$ cat config.mk
export PLATFORM = sky130hd
export DESIGN_NAME = ccs_card_to_host_ctrl
export DESIGN_NICKNAME = d
export VERILOG_FILES = /design/src/shared/ccs_pkg.sv /design/src/rtl/ccs_card_to_host_ctrl.sv
export SDC_FILE = /design/constraint.sdc
export NUM_CORES = 1
export LEC_CHECK = 0
export BUFFER_PORTS_ARGS = -buffer_cell sky130_fd_sc_hd__buf_2
export CAP_MARGIN = 40
export CORE_AREA = 4 4 129 131
export DETAILED_ROUTE_END_ITERATION = 16
export DIE_AREA = 0 0 133 135
export PLACE_DENSITY_LB_ADDON = 0.12
export SLEW_MARGIN = 15
export SYNTH_ARGS = -nofsm -noshare
export SYNTH_HDL_FRONTEND = slang
export SYNTH_SLANG_ARGS = --single-unit
$ cat constraint.sdc
create_clock -name clk -period 4.3 [get_ports clk]
set_clock_uncertainty 0.05 [all_clocks]
set_input_delay 0 -clock clk [delete_from_list [all_inputs] [get_ports clk]]
set_output_delay 0 -clock clk [all_outputs]
set_load 0.005 [all_outputs]
$ cat src/shared/ccs_pkg.sv
package ccs_pkg;
    // ********************************************
    // Register byte offsets
    // ********************************************
    localparam logic [7:0] OFF_CTRL = 8'h04;
    localparam logic [7:0] OFF_CTRL_SET = 8'h08;
    localparam logic [7:0] OFF_CTRL_CLR = 8'h0c;
    localparam logic [7:0] OFF_STAT = 8'h40;
    localparam logic [7:0] OFF_STAT_RC = 8'h44;
    localparam logic [7:0] OFF_DONE_CNT = 8'h48;
    // ********************************************
    // Field positions and masks
    // ********************************************
    localparam int BIT_RUN = 0;
    localparam int BIT_DESC_HALTED = 1;
    localparam int BIT_DESC_FINISHED = 2;
    localparam int BIT_MISALIGNED = 3;
    localparam int BIT_BAD_SIGNATURE = 4;
    localparam int BIT_BAD_SIZE = 5;
    localparam int BIT_HALT_IDLE = 6;
    localparam int BIT_NON_INC = 25;
    localparam int BIT_COUNT_WB = 26;
    localparam int BIT_NO_META_WB = 27;
    localparam int FLD_BUS_LO = 9;
    localparam int FLD_FETCH_LO = 19;
    localparam logic [31:0] CTRL_MASK = 32'h0ef8_3e7f;
    localparam logic [31:0] FLAG_MASK = 32'h00f8_3e7e;
    localparam logic [31:0] BUS_FLAG_MASK = 32'h0000_0600;
    localparam logic [31:0] CTRL_RESET = 32'h0000_0000;
    localparam logic [4:0] FIELD_ALL_ONES = 5'h1f;
    // ********************************************
    // Engine states and carriers
    // ********************************************
    typedef enum logic [1:0] {
        ST_IDLE = 2'b00,
        ST_FETCH = 2'b01,
        ST_MOVE = 2'b10
    } ccs_state_t;
    typedef struct packed {
        logic descDone;
        logic descComplete;
        logic descStop;
        logic badSignature;
        logic badSize;
        logic misaligned;
        logic [4:0] fetchFault;
        logic [1:0] busFault;
    } ccs_event_t;
    typedef struct packed {
        logic fetchReq;
        logic moveReq;
        logic countWb;
        logic metaWb;
        logic nonIncRead;
    } ccs_cmd_t;
endpackage : ccs_pkg

$ cat src/rtl/ccs_card_to_host_ctrl.sv
`timescale 1ns/1ps
// Notes on behaviour
// - Writing run bit starts the engine
// - Clearing run finishes current descriptor first
// - Count writeback on completed-flag descriptors
// - Bit 27 suppresses metadata writeback, streaming only
// - Non-incrementing mode affects read addresses only
// - Fetch fault field all ones: log, stop
// - Bus fault field all ones: log, stop
// - Single enables gate same-position flags
// - Interrupt needs enable, logged flag, mask
// - Set alias sets bits written one
// - Clear alias clears bits written one
// - Fetch fault flag bit meanings
// - Bus fault: slave bit1, decode bit0
// - Flags clear on run set; write-one-clear
// - Halt idle flag when idle after run cleared
// - Bad size flag on odd length
// - Bad signature flag; engine stops
// - Misaligned flag on address mismatch
// - Finished flag after completed-flag descriptor
// - Halted flag after stop-flag descriptor
// - Busy reads one while engine busy
// - Offset 0x44 reads flags, clears them
// - Done counter clears on run rise, counts
module ccs_card_to_host_ctrl #(
    parameter bit STREAMING = 1'b1
) (
    // Clock and reset
    input wire logic clk,
    input wire logic rst_n,
    // AHB-Lite slave
    input wire logic hsel,
    input wire logic [7:0] haddr,
    input wire logic [1:0] htrans,
    input wire logic hwrite,
    input wire logic [2:0] hsize,
    input wire logic [31:0] hwdata,
    input wire logic hready,
    output logic [31:0] hrdata,
    output logic hreadyout,
    output logic hresp,
    // Datapath handshake
    input wire logic descAvail,
    input wire logic descFetched,
    input wire logic descMoved,
    input wire ccs_pkg::ccs_event_t events,
    output ccs_pkg::ccs_cmd_t cmd,
    output logic engineBusy,
    // To interrupt mask logic
    output logic [31:0] loggedFlags
);
    // ********************************************
    // Reset synchroniser
    // ********************************************
    logic rstMeta_q;
    logic rstSync_q;
    always_ff @(posedge clk or negedge rst_n)
    begin
        if (!rst_n)
        begin
            rstMeta_q <= 1'b0;
            rstSync_q <= 1'b0;
        end
        else
        begin
            rstMeta_q <= 1'b1;
            rstSync_q <= rstMeta_q;
        end
    end
    wire logic rstN = rstSync_q;

    // ********************************************
    // Bus address phase capture
    // ********************************************
    logic wrPend_q;
    logic rdPend_q;
    logic [7:0] addr_q;
    wire logic addrPhase = hsel && htrans[1] && hready;
    always_ff @(posedge clk or negedge rstN)
    begin
        if (!rstN)
        begin
            wrPend_q <= 1'b0;
            rdPend_q <= 1'b0;
            addr_q <= 8'h00;
        end
        else
        begin
            wrPend_q <= addrPhase && hwrite;
            rdPend_q <= addrPhase && !hwrite;
            if (addrPhase)
                addr_q <= {haddr[7:2], 2'b00};
        end
    end

    // Zero-wait slave, always OKAY
    always_ff @(posedge clk or negedge rstN)
    begin
        if (!rstN)
        begin
            hreadyout <= 1'b1;
            hresp <= 1'b0;
        end
        else
        begin
            hreadyout <= 1'b1;
            hresp <= 1'b0;
        end
    end

    // ********************************************
    // Control register and aliases
    // ********************************************
    logic [31:0] ctrl_q;
    logic [31:0] ctrl_d;
    always_comb
    begin
        ctrl_d = ctrl_q;
        if (wrPend_q)
        begin
            case (addr_q)
                ccs_pkg::OFF_CTRL: ctrl_d = hwdata & ccs_pkg::CTRL_MASK;
                ccs_pkg::OFF_CTRL_SET: ctrl_d = ctrl_q | (hwdata & ccs_pkg::CTRL_MASK);
                ccs_pkg::OFF_CTRL_CLR: ctrl_d = ctrl_q & ~hwdata;
                default: ctrl_d = ctrl_q;
            endcase
        end
    end
    always_ff @(posedge clk or negedge rstN)
    begin
        if (!rstN)
            ctrl_q <= ccs_pkg::CTRL_RESET;
        else
            ctrl_q <= ctrl_d;
    end
    wire logic runBit = ctrl_q[ccs_pkg::BIT_RUN];
    wire logic runRise = ctrl_d[ccs_pkg::BIT_RUN] && !runBit;
    wire logic fetchAllOn = ctrl_q[ccs_pkg::FLD_FETCH_LO +: 5] == ccs_pkg::FIELD_ALL_ONES;
    wire logic busAllOn = ctrl_q[ccs_pkg::FLD_BUS_LO +: 5] == ccs_pkg::FIELD_ALL_ONES;

    // ********************************************
    // Flag sources
    // ********************************************
    ccs_pkg::ccs_state_t state_q;
    logic [31:0] flags_q;
    logic [31:0] hwSet;
    logic errStop;
    logic idleEvent;
    always_comb
    begin
        hwSet = 32'h0000_0000;
        if (fetchAllOn)
            hwSet[ccs_pkg::FLD_FETCH_LO +: 5] = events.fetchFault;
        if (busAllOn)
            hwSet[ccs_pkg::FLD_BUS_LO +: 2] = events.busFault;
        hwSet[ccs_pkg::BIT_HALT_IDLE] = idleEvent && ctrl_q[ccs_pkg::BIT_HALT_IDLE];
        hwSet[ccs_pkg::BIT_BAD_SIZE] = events.badSize && ctrl_q[ccs_pkg::BIT_BAD_SIZE];
        hwSet[ccs_pkg::BIT_BAD_SIGNATURE] = events.badSignature
            && ctrl_q[ccs_pkg::BIT_BAD_SIGNATURE];
        hwSet[ccs_pkg::BIT_MISALIGNED] = events.misaligned && ctrl_q[ccs_pkg::BIT_MISALIGNED];
        hwSet[ccs_pkg::BIT_DESC_FINISHED] = events.descDone && events.descComplete
            && ctrl_q[ccs_pkg::BIT_DESC_FINISHED];
        // Gated by its own enable, not the signature enable
        hwSet[ccs_pkg::BIT_DESC_HALTED] = events.descDone && events.descStop
            && ctrl_q[ccs_pkg::BIT_DESC_HALTED];
    end
    // Bad signature stops whether or not it is logged
    assign errStop = (fetchAllOn && |events.fetchFault) || (busAllOn && |events.busFault)
        || events.badSignature;

    // ********************************************
    // Status flags
    // ********************************************
    wire logic w1cHit = wrPend_q && addr_q == ccs_pkg::OFF_STAT;
    wire logic rcHit = rdPend_q && addr_q == ccs_pkg::OFF_STAT_RC;
    logic [31:0] swClr;
    always_comb
    begin
        swClr = 32'h0000_0000;
        if (w1cHit)
            swClr = hwdata;
        if (rcHit)
            // Only what the read returned, so a flag set meanwhile is kept
            swClr = hrdata;
    end
    always_ff @(posedge clk or negedge rstN)
    begin
        if (!rstN)
            flags_q <= 32'h0000_0000;
        else if (runRise)
            flags_q <= 32'h0000_0000;
        else
            flags_q <= ((flags_q & ~swClr) | hwSet) & ccs_pkg::FLAG_MASK;
    end

    // ********************************************
    // Engine sequencer
    // ********************************************
    always_ff @(posedge clk or negedge rstN)
    begin
        if (!rstN)
        begin
            state_q <= ccs_pkg::ST_IDLE;
            idleEvent <= 1'b0;
        end
        else
        begin
            idleEvent <= 1'b0;
            case (state_q)
                ccs_pkg::ST_IDLE:
                    if (runBit && descAvail)
                        state_q <= ccs_pkg::ST_FETCH;
                ccs_pkg::ST_FETCH:
                    if (errStop)
                    begin
                        state_q <= ccs_pkg::ST_IDLE;
                        idleEvent <= !runBit;
                    end
                    else if (descFetched)
                        state_q <= ccs_pkg::ST_MOVE;
                // Run low does not cut a descriptor short
                ccs_pkg::ST_MOVE:
                    if (errStop)
                    begin
                        state_q <= ccs_pkg::ST_IDLE;
                        idleEvent <= !runBit;
                    end
                    else if (descMoved)
                    begin
                        if (!runBit || events.descStop)
                        begin
                            state_q <= ccs_pkg::ST_IDLE;
                            idleEvent <= !runBit;
                        end
                        else
                            state_q <= ccs_pkg::ST_FETCH;
                    end
                default:
                    state_q <= ccs_pkg::ST_IDLE;
            endcase
        end
    end

    // ********************************************
    // Completed descriptor counter
    // ********************************************
    logic [31:0] doneCnt_q;
    always_ff @(posedge clk or negedge rstN)
    begin
        if (!rstN)
            doneCnt_q <= 32'h0000_0000;
        else if (runRise)
            doneCnt_q <= 32'h0000_0000;
        else if (events.descDone)
            doneCnt_q <= doneCnt_q + 32'h0000_0001;
    end

    // ********************************************
    // Outputs to datapath
    // ********************************************
    always_ff @(posedge clk or negedge rstN)
    begin
        if (!rstN)
        begin
            cmd <= '0;
            engineBusy <= 1'b0;
            loggedFlags <= 32'h0000_0000;
        end
        else
        begin
            cmd.fetchReq <= state_q == ccs_pkg::ST_FETCH;
            cmd.moveReq <= state_q == ccs_pkg::ST_MOVE;
            cmd.countWb <= ctrl_q[ccs_pkg::BIT_COUNT_WB] && events.descDone && events.descComplete;
            cmd.metaWb <= !(STREAMING && ctrl_q[ccs_pkg::BIT_NO_META_WB]);
            cmd.nonIncRead <= ctrl_q[ccs_pkg::BIT_NON_INC];
            engineBusy <= state_q != ccs_pkg::ST_IDLE;
            // Mask logic downstream completes the interrupt gate
            loggedFlags <= flags_q;
        end
    end

    // ********************************************
    // Read data
    // ********************************************
    always_ff @(posedge clk or negedge rstN)
    begin
        if (!rstN)
            hrdata <= 32'h0000_0000;
        else if (addrPhase && !hwrite)
        begin
            case ({haddr[7:2], 2'b00})
                ccs_pkg::OFF_CTRL: hrdata <= ctrl_d;
                ccs_pkg::OFF_STAT,
                ccs_pkg::OFF_STAT_RC: hrdata <= flags_q | {31'h0, state_q != ccs_pkg::ST_IDLE};
                ccs_pkg::OFF_DONE_CNT: hrdata <= doneCnt_q;
                default: hrdata <= 32'h0000_0000;
            endcase
        end
    end
endmodule : ccs_card_to_host_ctrl

==> results of run 1 <==
Yosys cell counts, drive strengths merged (13+ instances only):
master / number / area, um^2
a21oi: 53 / 265
a221o: 32 / 320
a22oi: 14 / 105
and2: 17 / 108
buf: 32 / 219
clkbuf: 18 / 77.6
dfrtp: 147 / 3680
nand2: 28 / 105
nand3: 16 / 105
nor2: 97 / 374
nor2b: 33 / 206
nor3: 13 / 90.1
o21a: 13 / 97.6
o21ai: 15 / 75.1
xnor2: 15 / 131
xor2: 36 / 315
metal layers:
| metal | share of wire | routed length (um) | GRT usage | vias to the layer above |
|---|---|---|---|---|
| met3 | 0.060 | 1140 | 0.0399 | 26 |
| met5 | 0 | 0 | 0 | - |
| met4 | 0.016 | 315 | 0.0762 | 0 |
| li1 | - | - | - | 2584 |
| met2 | 0.47 | 8960 | 0.349 | 218 |
| met1 | 0.46 | 8730 | 0.312 | 2823 |
flip-flops by register name, indices dropped and copies added (netlist names), 2 cells and up:
name and cells:
flags_q 16, cmd 5, doneCnt_q 32, hrdata 32, state_q 2, ctrl_q 32
addr_q 6, loggedFlags 16
report_power, final:
| group | switching [uW] | internal, uW |
|---|---|---|
| registers | 159 | 1550 |
| logic | 295 | 289 |
| clock network | 542 | 862 |
worst max-delay path, delay by kind of cell, from the launching register on:
family | cells | cell delay [ns]
and+or+nand+nor | 2 | 1.00
buffers and inverters | 1 | 0.57
AOI/OAI and AO/OA | 2 | 0.49
DFF | 1 | 0.39
final timing paths:
kind / to / depth (start not counted) / from
max in group asynchronous: flags_q[20]$_DFF_PN0_ / 1 / rstN$_DFF_PN0_
worst min register to register: doneCnt_q[2]$_DFFE_PN0P_ / 0 / rstN$_DFF_PN0_
worst max-delay path: flags_q[2]$_DFF_PN0_ / 5 / addr_q[5]$_DFFE_PN0P_
worst max register to register: flags_q[2]$_DFF_PN0_ / 5 / addr_q[5]$_DFFE_PN0P_
min in group asynchronous: doneCnt_q[2]$_DFFE_PN0P_ / 0 / rstN$_DFF_PN0_
worst min-delay path: state_q[1]$_DFFE_PN0P_ / 6 / descFetched
stage by stage:
| stage | hold WS, ns | total power, uW | area [um^2] |
|---|---|---|---|
| 2_1_floorplan | -0.346 | 2020 | 6910 |
| 3_3_place_gp | -0.259 | 2210 | 7530 |
| 3_5_place_dp | -0.260 | 2230 | 7590 |
| 4_1_cts | 0.0385 | 3720 | 8850 |
| 5_1_grt | 0.0847 | 3880 | 8850 |
| 6_report | 0.0624 | 3700 | 8850 |
area by class of cell:
class | count | area (um^2) | share of cell area
tap | 216 | 270 | 0.0305
clock buffer | 25 | 505 | 0.0571
sequential | 147 | 3680 | 0.416
timing repair buffer | 195 | 1390 | 0.157
clock inverter | 5 | 50.0 | 0.00566
inverter | 12 | 45.0 | 0.00509
multi-input combinational | 459 | 2900 | 0.328
logic make-up (layout without fill, tap and decap cells):
kind of cell             Yosys count  count (layout)  synth area share
multiplexers                       7               7            0.0113
XOR/XNOR                          51              51            0.0652
AND/OR/NAND/NOR                  242             242             0.190
AO/OA/AOI/OAI                    135             135             0.136
flip-flops                       147             147             0.537
buffers and inverters             62             237            0.0499
other                              2              19           0.00110
adder cells (fa/ha/maj)            5               5           0.00914
==> impl_metrics.yaml, run 1 <==
run_status:
  status: "complete, no violations"
synthesis:
  yosysSeqAreaShare: 0.537
  yosysWarnings: 0
  synth_cell_types: 52
  synthFlopType: "dfrtp_1"
  synth-seq-cells: 147
  syn_area_um2: 6850
  synth_area_per_cell_um2: 10.5
  async_flop_share: 1.00
  syn_inst: 651
  synth_edf_count: 0
global_routing:
  grt_max_degree: 39
  grt_overflow: 0
  grt_pass1_vias: 5829
  grt_pass1_wl_um: 31500
  antenna_found_initial: 0
  gr-usage-all-layers: 0.222
timing:
  maxSlewViolCount: 0
  rsz0062_at_grt: "no"
  hold_viol: 0
  finalSetupViolCount: 0
  fmax_mhz: 381
  max-slew-margin-rel: 0.427
  worst_slack_ns: 1.68
  finalSetupTns_ns: 0
  timing.final.crit_share: 0.610
  worst_pin_slew_ns: 0.859
  period_needed_ns: 2.62
cells_and_area:
  utilization: 0.567
  drive_above_1_share: 0.216
  layout_commonest_cell: "dfrtp_1"
  final_nets: 903
  fill_cells: 1390
  final_cell_mix: "dfrtp_1 (146), buf_2 (113), nor2_1 (93), dlygate4sd3_1 (70), a21oi_1 (53)"
  stdcell_count: 1059
  n_antenna_cell: 0
  area_delta_synth_final_pct: 29.2
clock_network:
  post_cts.repair.setup_buffers: 0
  cts_tree: "yes"
  htreeDepth: 4
  cts_hold_buf: 70
  clk_latency_ns: 0.42
  cts_buffers: 17
  clockBufferDepth: 2
  root_buffer: "clkbuf_16"
  cts_resized: 0
  cts.clk_slew.worst_paths_ns: 0.06
  clock_sinks: 147
floorplanning:
  die_x_um: 133
  die_h_um: 135
  dieArea_um2: 18000
  design.core.area_um2: 15600
  row_count: 46
  ios: 138
  initial_core_util: 0.439
route:
  drc: 0
  wire_per_inst_um: 18.1
  firstDrtPassIters: 5
  wirelength_um: 19200
  drt.antenna.violating_nets: 0
  num_vias: 5651
  first_iter_violations: 279
  vias_per_cell: 5.34
critical_path:
  crit_slowest_cell: "nand3b_1"
  critPathLaunchType: "flop"
  cpPeakStageDelay_ns: 0.65
  reg2reg_slack_ns: 1.68
  required_ns: 4.55
  crit_fanout: 15
  crit_chain: "nor3_2 > nand3b_1 > o21ai_0 > a21oi_1 > dlygate4sd3_1"
  cp_data_arrival_time_ns: 2.88
  endpoint_kind: "flop"
  crit_type: "flop to flop"
worst_hold_path:
  hp-class: "input pin to flop"
job:
  max_cap_violations: 0
power:
  peakVddDrop_mv: 0.301
  p_leak_uw: 0.00421
  power_density_nw_per_um2: 418
placement:
  place_congestion: 0.846
  portBuffers: 113
  place_ws_ns: 1.98
  hpwl_um: 12700
  dp.cells: 959
No activity file was read; power rests on OpenSTA's default activity.
==> run 2, diff against run 1 <==
Clock period 4.3 ns to 2.2 ns, I/O delays scaled along.
==> run 2 against run 1 <==
First-iteration DRC count rose by 34%; die area did not move; non-clock buffer count fell by 6; count of clock-buffer cells in the layout fell by 5; register-to-register slack got worse by 1.4 ns; fmax rose by 33%; core utilization fell by 0.30 points; final area fell by 0.54%; clock power rose by 100%; critical path depth rose by 1; flip-flop and latch count did not move; critical path type unchanged; critical endpoint is now doneCnt_q[24]$_DFFE_PN0P_.
==> impl_metrics.yaml, run 2 (same netlist as run 1, synthesis figures left out) <==
run_status:
  status: "complete, no violations"
cells_and_area:
  reg.largest.list: "ctrl_q (32), doneCnt_q (32), hrdata (32)"
  fin_area_um2: 8800
  utilization: 0.564
  final_cell_mix: "dfrtp_1 (146), buf_2 (113), nor2_1 (93), dlygate4sd3_1 (57), a21oi_1 (53)"
  layout_commonest_cell: "dfrtp_1"
  drive_above_1_share: 0.229
  fill_cells: 1370
  n_antenna_cell: 0
  final_nets: 897
  area_delta_synth_final_pct: 28.5
  stdcell_count: 1054
floorplanning:
  die_h_um: 135
  ios: 138
  initial_core_util: 0.439
  dieArea_um2: 18000
  row_count: 46
  die_x_um: 133
  design.core.area_um2: 15600
global_routing:
  busiest_layer: "met2"
  grt_pass1_wl_um: 30400
  antenna_found_initial: 0
  grt_max_degree: 47
  grt_overflow: 0
  grt_pass1_vias: 5646
  grt.met2_usage: 0.344
  met1_usage: 0.297
  gr-usage-all-layers: 0.216
  met3_usage: 0.0451
power:
  pwr-share-clk: 0.390
  combPwrFrac: 0.149
  power_frac_seq: 0.461
  switchingPower_uw: 1950
  swShare: 0.269
  p_leak_uw: 0.00418
  peakVddDrop_mv: 0.532
  internal_power_uw: 5280
  power_density_nw_per_um2: 822
route:
  wirelength_um: 18800
  first_iter_violations: 375
  firstDrtPassIters: 5
  drt.antenna.violating_nets: 0
  wire_per_inst_um: 17.9
  num_vias: 5525
  vias_per_cell: 5.24
  drc: 0
timing:
  maxSlewViolCount: 0
  finalSetupViolCount: 0
  finalSetupTns_ns: 0
  hold_viol: 0
  timing.final.crit_share: 0.895
  period_needed_ns: 1.97
  rsz0062_at_grt: "no"
  worst_slack_ns: 0.232
  worst_pin_slew_ns: 0.789
  max-slew-margin-rel: 0.473
  fmax_mhz: 508
critical_path:
  crit_fanout: 5
  endpoint_kind: "flop"
  crit_type: "flop to flop"
  cpPeakStageDelay_ns: 0.62
  crit_chain: "ha_1 > nand3_1 > or4_4 > nor3_2 > xnor2_1 > nor2_2"
  required_ns: 2.45
  crit_slowest_cell: "or4_4"
  critPathLaunchType: "flop"
  cp_data_arrival_time_ns: 2.22
worst_hold_path:
  hp-class: "input pin to flop"
placement:
  portBuffers: 113
  dp.cells: 966
  place_ws_ns: 0.245
  place_congestion: 0.845
  placed_area_um2: 7650
  hpwl_um: 12800
clock_network:
  cts_hold_buf: 57
  clk_latency_ns: 0.42
  cts_buffers: 17
  clock_sinks: 147
  post_cts.repair.setup_buffers: 0
  cts_tree: "yes"
  clockBufferDepth: 2
  root_buffer: "clkbuf_16"
  cts.clk_slew.worst_paths_ns: 0.06
  cts_resized: 0
  htreeDepth: 4
job:
  max_cap_violations: 0
## run 2: worst max-delay path: cells and delay by family (launching register included)
kind / cells / cell delay, ns
XOR/XNOR: 1 / 0.16
adder cells (fa/ha/maj): 1 / 0.21
flip-flops: 1 / 0.41
AND/OR/NAND/NOR: 4 / 1.01
## run 2: final timing paths
check / start / end / slack [ns] / cells after the start
setup / recovery: doneCnt_q[1]$_DFFE_PN0P_ / doneCnt_q[24]$_DFFE_PN0P_ / 0.23 / 6
hold / removal: hready / wrPend_q$_DFF_PN0_ / 0.03 / 3
setup reg to reg: doneCnt_q[1]$_DFFE_PN0P_ / doneCnt_q[24]$_DFFE_PN0P_ / 0.23 / 6
hold reg to reg: rstN$_DFF_PN0_ / cmd[3]$_DFF_PN0_ / 0.18 / 0
max in group asynchronous: rstN$_DFF_PN0_ / ctrl_q[13]$_DFF_PN0_ / 1.31 / 1
min in group asynchronous: rstN$_DFF_PN0_ / cmd[3]$_DFF_PN0_ / 0.18 / 0
## run 2: metrics by stage
step	power (uW)	hold slack [ns]
final	7230	0.0261
after global routing	7570	0.0527
after CTS	7280	0.0135
after detailed placement	4360	-0.263
after global placement	4330	-0.265
after floorplan	3950	-0.346
## run 2: power groups by stage
stage | registers [uW] | logic, uW | clock network, uW
2_1_floorplan | 3310 | 645 | 0
3_3_place_gp | 3360 | 974 | 0
5_1_grt | 3380 | 1210 | 2990
6_report | 3330 | 1080 | 2820
4_1_cts | 3330 | 1090 | 2860
3_5_place_dp | 3360 | 999 | 0
## run 2: layer usage
metal	wire length [um]	part of all wire
met1	8640	0.46
met2	8800	0.47
met3	1080	0.057
met4	298	0.016
met5	0	0
## run 2: area by class of cell
class / count / area (um^2) / area share
clock inverters: 11 / 110 / 0.0125
flip-flops and latches: 147 / 3680 / 0.418
multi-input cells: 459 / 2900 / 0.329
inverters: 12 / 45.0 / 0.00512
clock buffers: 20 / 467 / 0.0530
repair buffers: 189 / 1330 / 0.151
well taps: 216 / 270 / 0.0307
==> run 3, diff against run 2 <==
Settings changed: CORE_AREA 4 4 129 131 to 4 4 123 125, DIE_AREA 0 0 133 135 to 0 0 127 129, RECOVER_POWER set to 50.
Clock period 2.2 ns to 1.8 ns, I/O delays scaled along.
==> run 3 against run 2 <==
The run now ends with negative setup slack left; combinational power grew 46%; register-to-register slack worse by 0.29 ns; wire length up 0.18%; critical path type unchanged.
==> impl_metrics.yaml, run 3 (same netlist as run 1, synthesis figures left out) <==
cells_and_area:
  reg.largest.list: "ctrl_q (32), doneCnt_q (32), hrdata (32)"
  multi_input_area_um2: 2970
  fill_cells: 1119
  layout_commonest_cell: "dfrtp_1"
  final_cell_mix: "dfrtp_1 (146), nor2_1 (92), buf_2 (88), dlygate4sd3_1 (58), a21oi_1 (53)"
  drive_above_1_share: 0.239
  stdcell_count: 1055
  seq_area_um2: 3680
  fin_area_um2: 9150
  utilization: 0.659
  final_nets: 933
  n_antenna_cell: 0
  area_delta_synth_final_pct: 33.6
clock_network:
  cts_buffers: 17
  htreeDepth: 4
  clock_sinks: 147
  cts.clk_slew.worst_paths_ns: 0.06
  clockBufferDepth: 2
  clk_latency_ns: 0.43
  cts_tree: "yes"
  root_buffer: "clkbuf_16"
global_routing:
  grt_pass1_wl_um: 30300
  grt_max_degree: 97
  grt_overflow: 0
  grt_pass1_vias: 5932
  gr-usage-all-layers: 0.237
  antenna_found_initial: 0
placement:
  dp.cells: 961
  placed_area_um2: 7860
  place_congestion: 0.868
  hpwl_um: 12700
  portBuffers: 113
floorplanning:
  row_count: 43
  initial_core_util: 0.493
  dieArea_um2: 16400
  ios: 138
  die_h_um: 129
  design.core.area_um2: 13900
  die_x_um: 127
power:
  p_leak_uw: 0.00432
  peakVddDrop_mv: 0.595
  power_density_nw_per_um2: 1030
timing:
  max-slew-margin-rel: 0.188
  finalSetupTns_ns: -0.0607
  fmax_mhz: 537
  period_needed_ns: 1.86
  timing.final.crit_share: 1.03
  maxSlewViolCount: 0
  rsz0062_at_grt: "yes"
  hold_viol: 0
  worst_slack_ns: -0.0607
  finalSetupViolCount: 1
  worst_pin_slew_ns: 1.22
critical_path:
  required_ns: 2.06
  crit_type: "flop to flop"
  critPathLaunchType: "flop"
  cp_data_arrival_time_ns: 2.12
  endpoint_kind: "flop"
  crit_fanout: 4
route:
  firstDrtPassIters: 5
  drt.antenna.violating_nets: 0
  first_iter_violations: 395
  wire_per_inst_um: 17.9
  drc: 0
  wirelength_um: 18900
  num_vias: 5782
  vias_per_cell: 5.48
run_status:
  status: "finished with violations"
  violations: "negative setup slack"
worst_hold_path:
  hp-class: "input pin to flop"
job:
  max_cap_violations: 0
-- run 3: what timing repair did --
action / CTS / global route
setup endpoints to repair: 5 / 25
gates resized for setup: 2 / 13
hold buffers: 58 / 0
pin swaps: 2 / 6
setup buffers: 0 / 4
hold endpoints to repair: 65 / 0
-- run 3: cell type report --
class                   instances  share of cell area
repair buffers                225               0.172
multi-input cells             459               0.325
clock buffers                  23              0.0511
inverters                      12             0.00492
flip-flops and latches        147               0.402
well taps                     180              0.0246
clock inverters                 9              0.0193
-- run 3: worst max-delay path, cell delays in order (launching register included) --
cell     delay (ns)
dfrtp_1        0.42
ha_4           0.17
nand3_4        0.07
or4_4          0.59
nor3_4         0.24
xnor2_2        0.14
nor2_2         0.05
-- run 3: worst paths after layout --
| check | startpoint | to | slack [ns] | depth (start not counted) |
|---|---|---|---|---|
| setup / recovery | doneCnt_q[1]$_DFFE_PN0P_ | doneCnt_q[28]$_DFFE_PN0P_ | -0.06 | 6 |
| hold / removal | events[12] | flags_q[1]$_DFF_PN0_ | 0.03 | 4 |
| setup reg to reg | doneCnt_q[1]$_DFFE_PN0P_ | doneCnt_q[28]$_DFFE_PN0P_ | -0.06 | 6 |
| hold reg to reg | rstMeta_q$_DFF_PN0_ | rstN$_DFF_PN0_ | 0.30 | 0 |
| max in group asynchronous | rstN$_DFF_PN0_ | ctrl_q[27]$_DFF_PN0_ | 0.31 | 1 |
| min in group asynchronous | rst_n | rstMeta_q$_DFF_PN0_ | 0.37 | 3 |
-- run 3: where the power goes --
part / switching [uW] / total [uW] / internal, uW / leakage (uW)
clock network: 1330 / 3860 / 2530 / 0.000311
registers: 303 / 4010 / 3700 / 0.00197
logic: 804 / 1580 / 780 / 0.00204
total: 2440 / 9450 / 7010 / 0.00432
-- run 3: layer usage --
metal | wire (um) | vias to the layer above | track usage | part of all wire
met5 | 0 | - | 0 | 0
met4 | 570 | 0 | 0.106 | 0.030
met3 | 1170 | 38 | 0.0598 | 0.062
met1 | 8200 | 2878 | 0.311 | 0.43
li1 | - | 2658 | - | -
met2 | 8920 | 208 | 0.376 | 0.47
-- run 3: per-stage QoR --
stage | worst slack, ns | hold slack [ns] | power, uW
6_report | -0.0607 | 0.0338 | 9450
5_1_grt | -0.119 | 0.0313 | 9890
4_1_cts | -0.0145 | 0.00506 | 9450
3_5_place_dp | -0.0399 | -0.260 | 5470
3_3_place_gp | 0.0500 | -0.263 | 5410
2_1_floorplan | 0.0277 | -0.346 | 4840
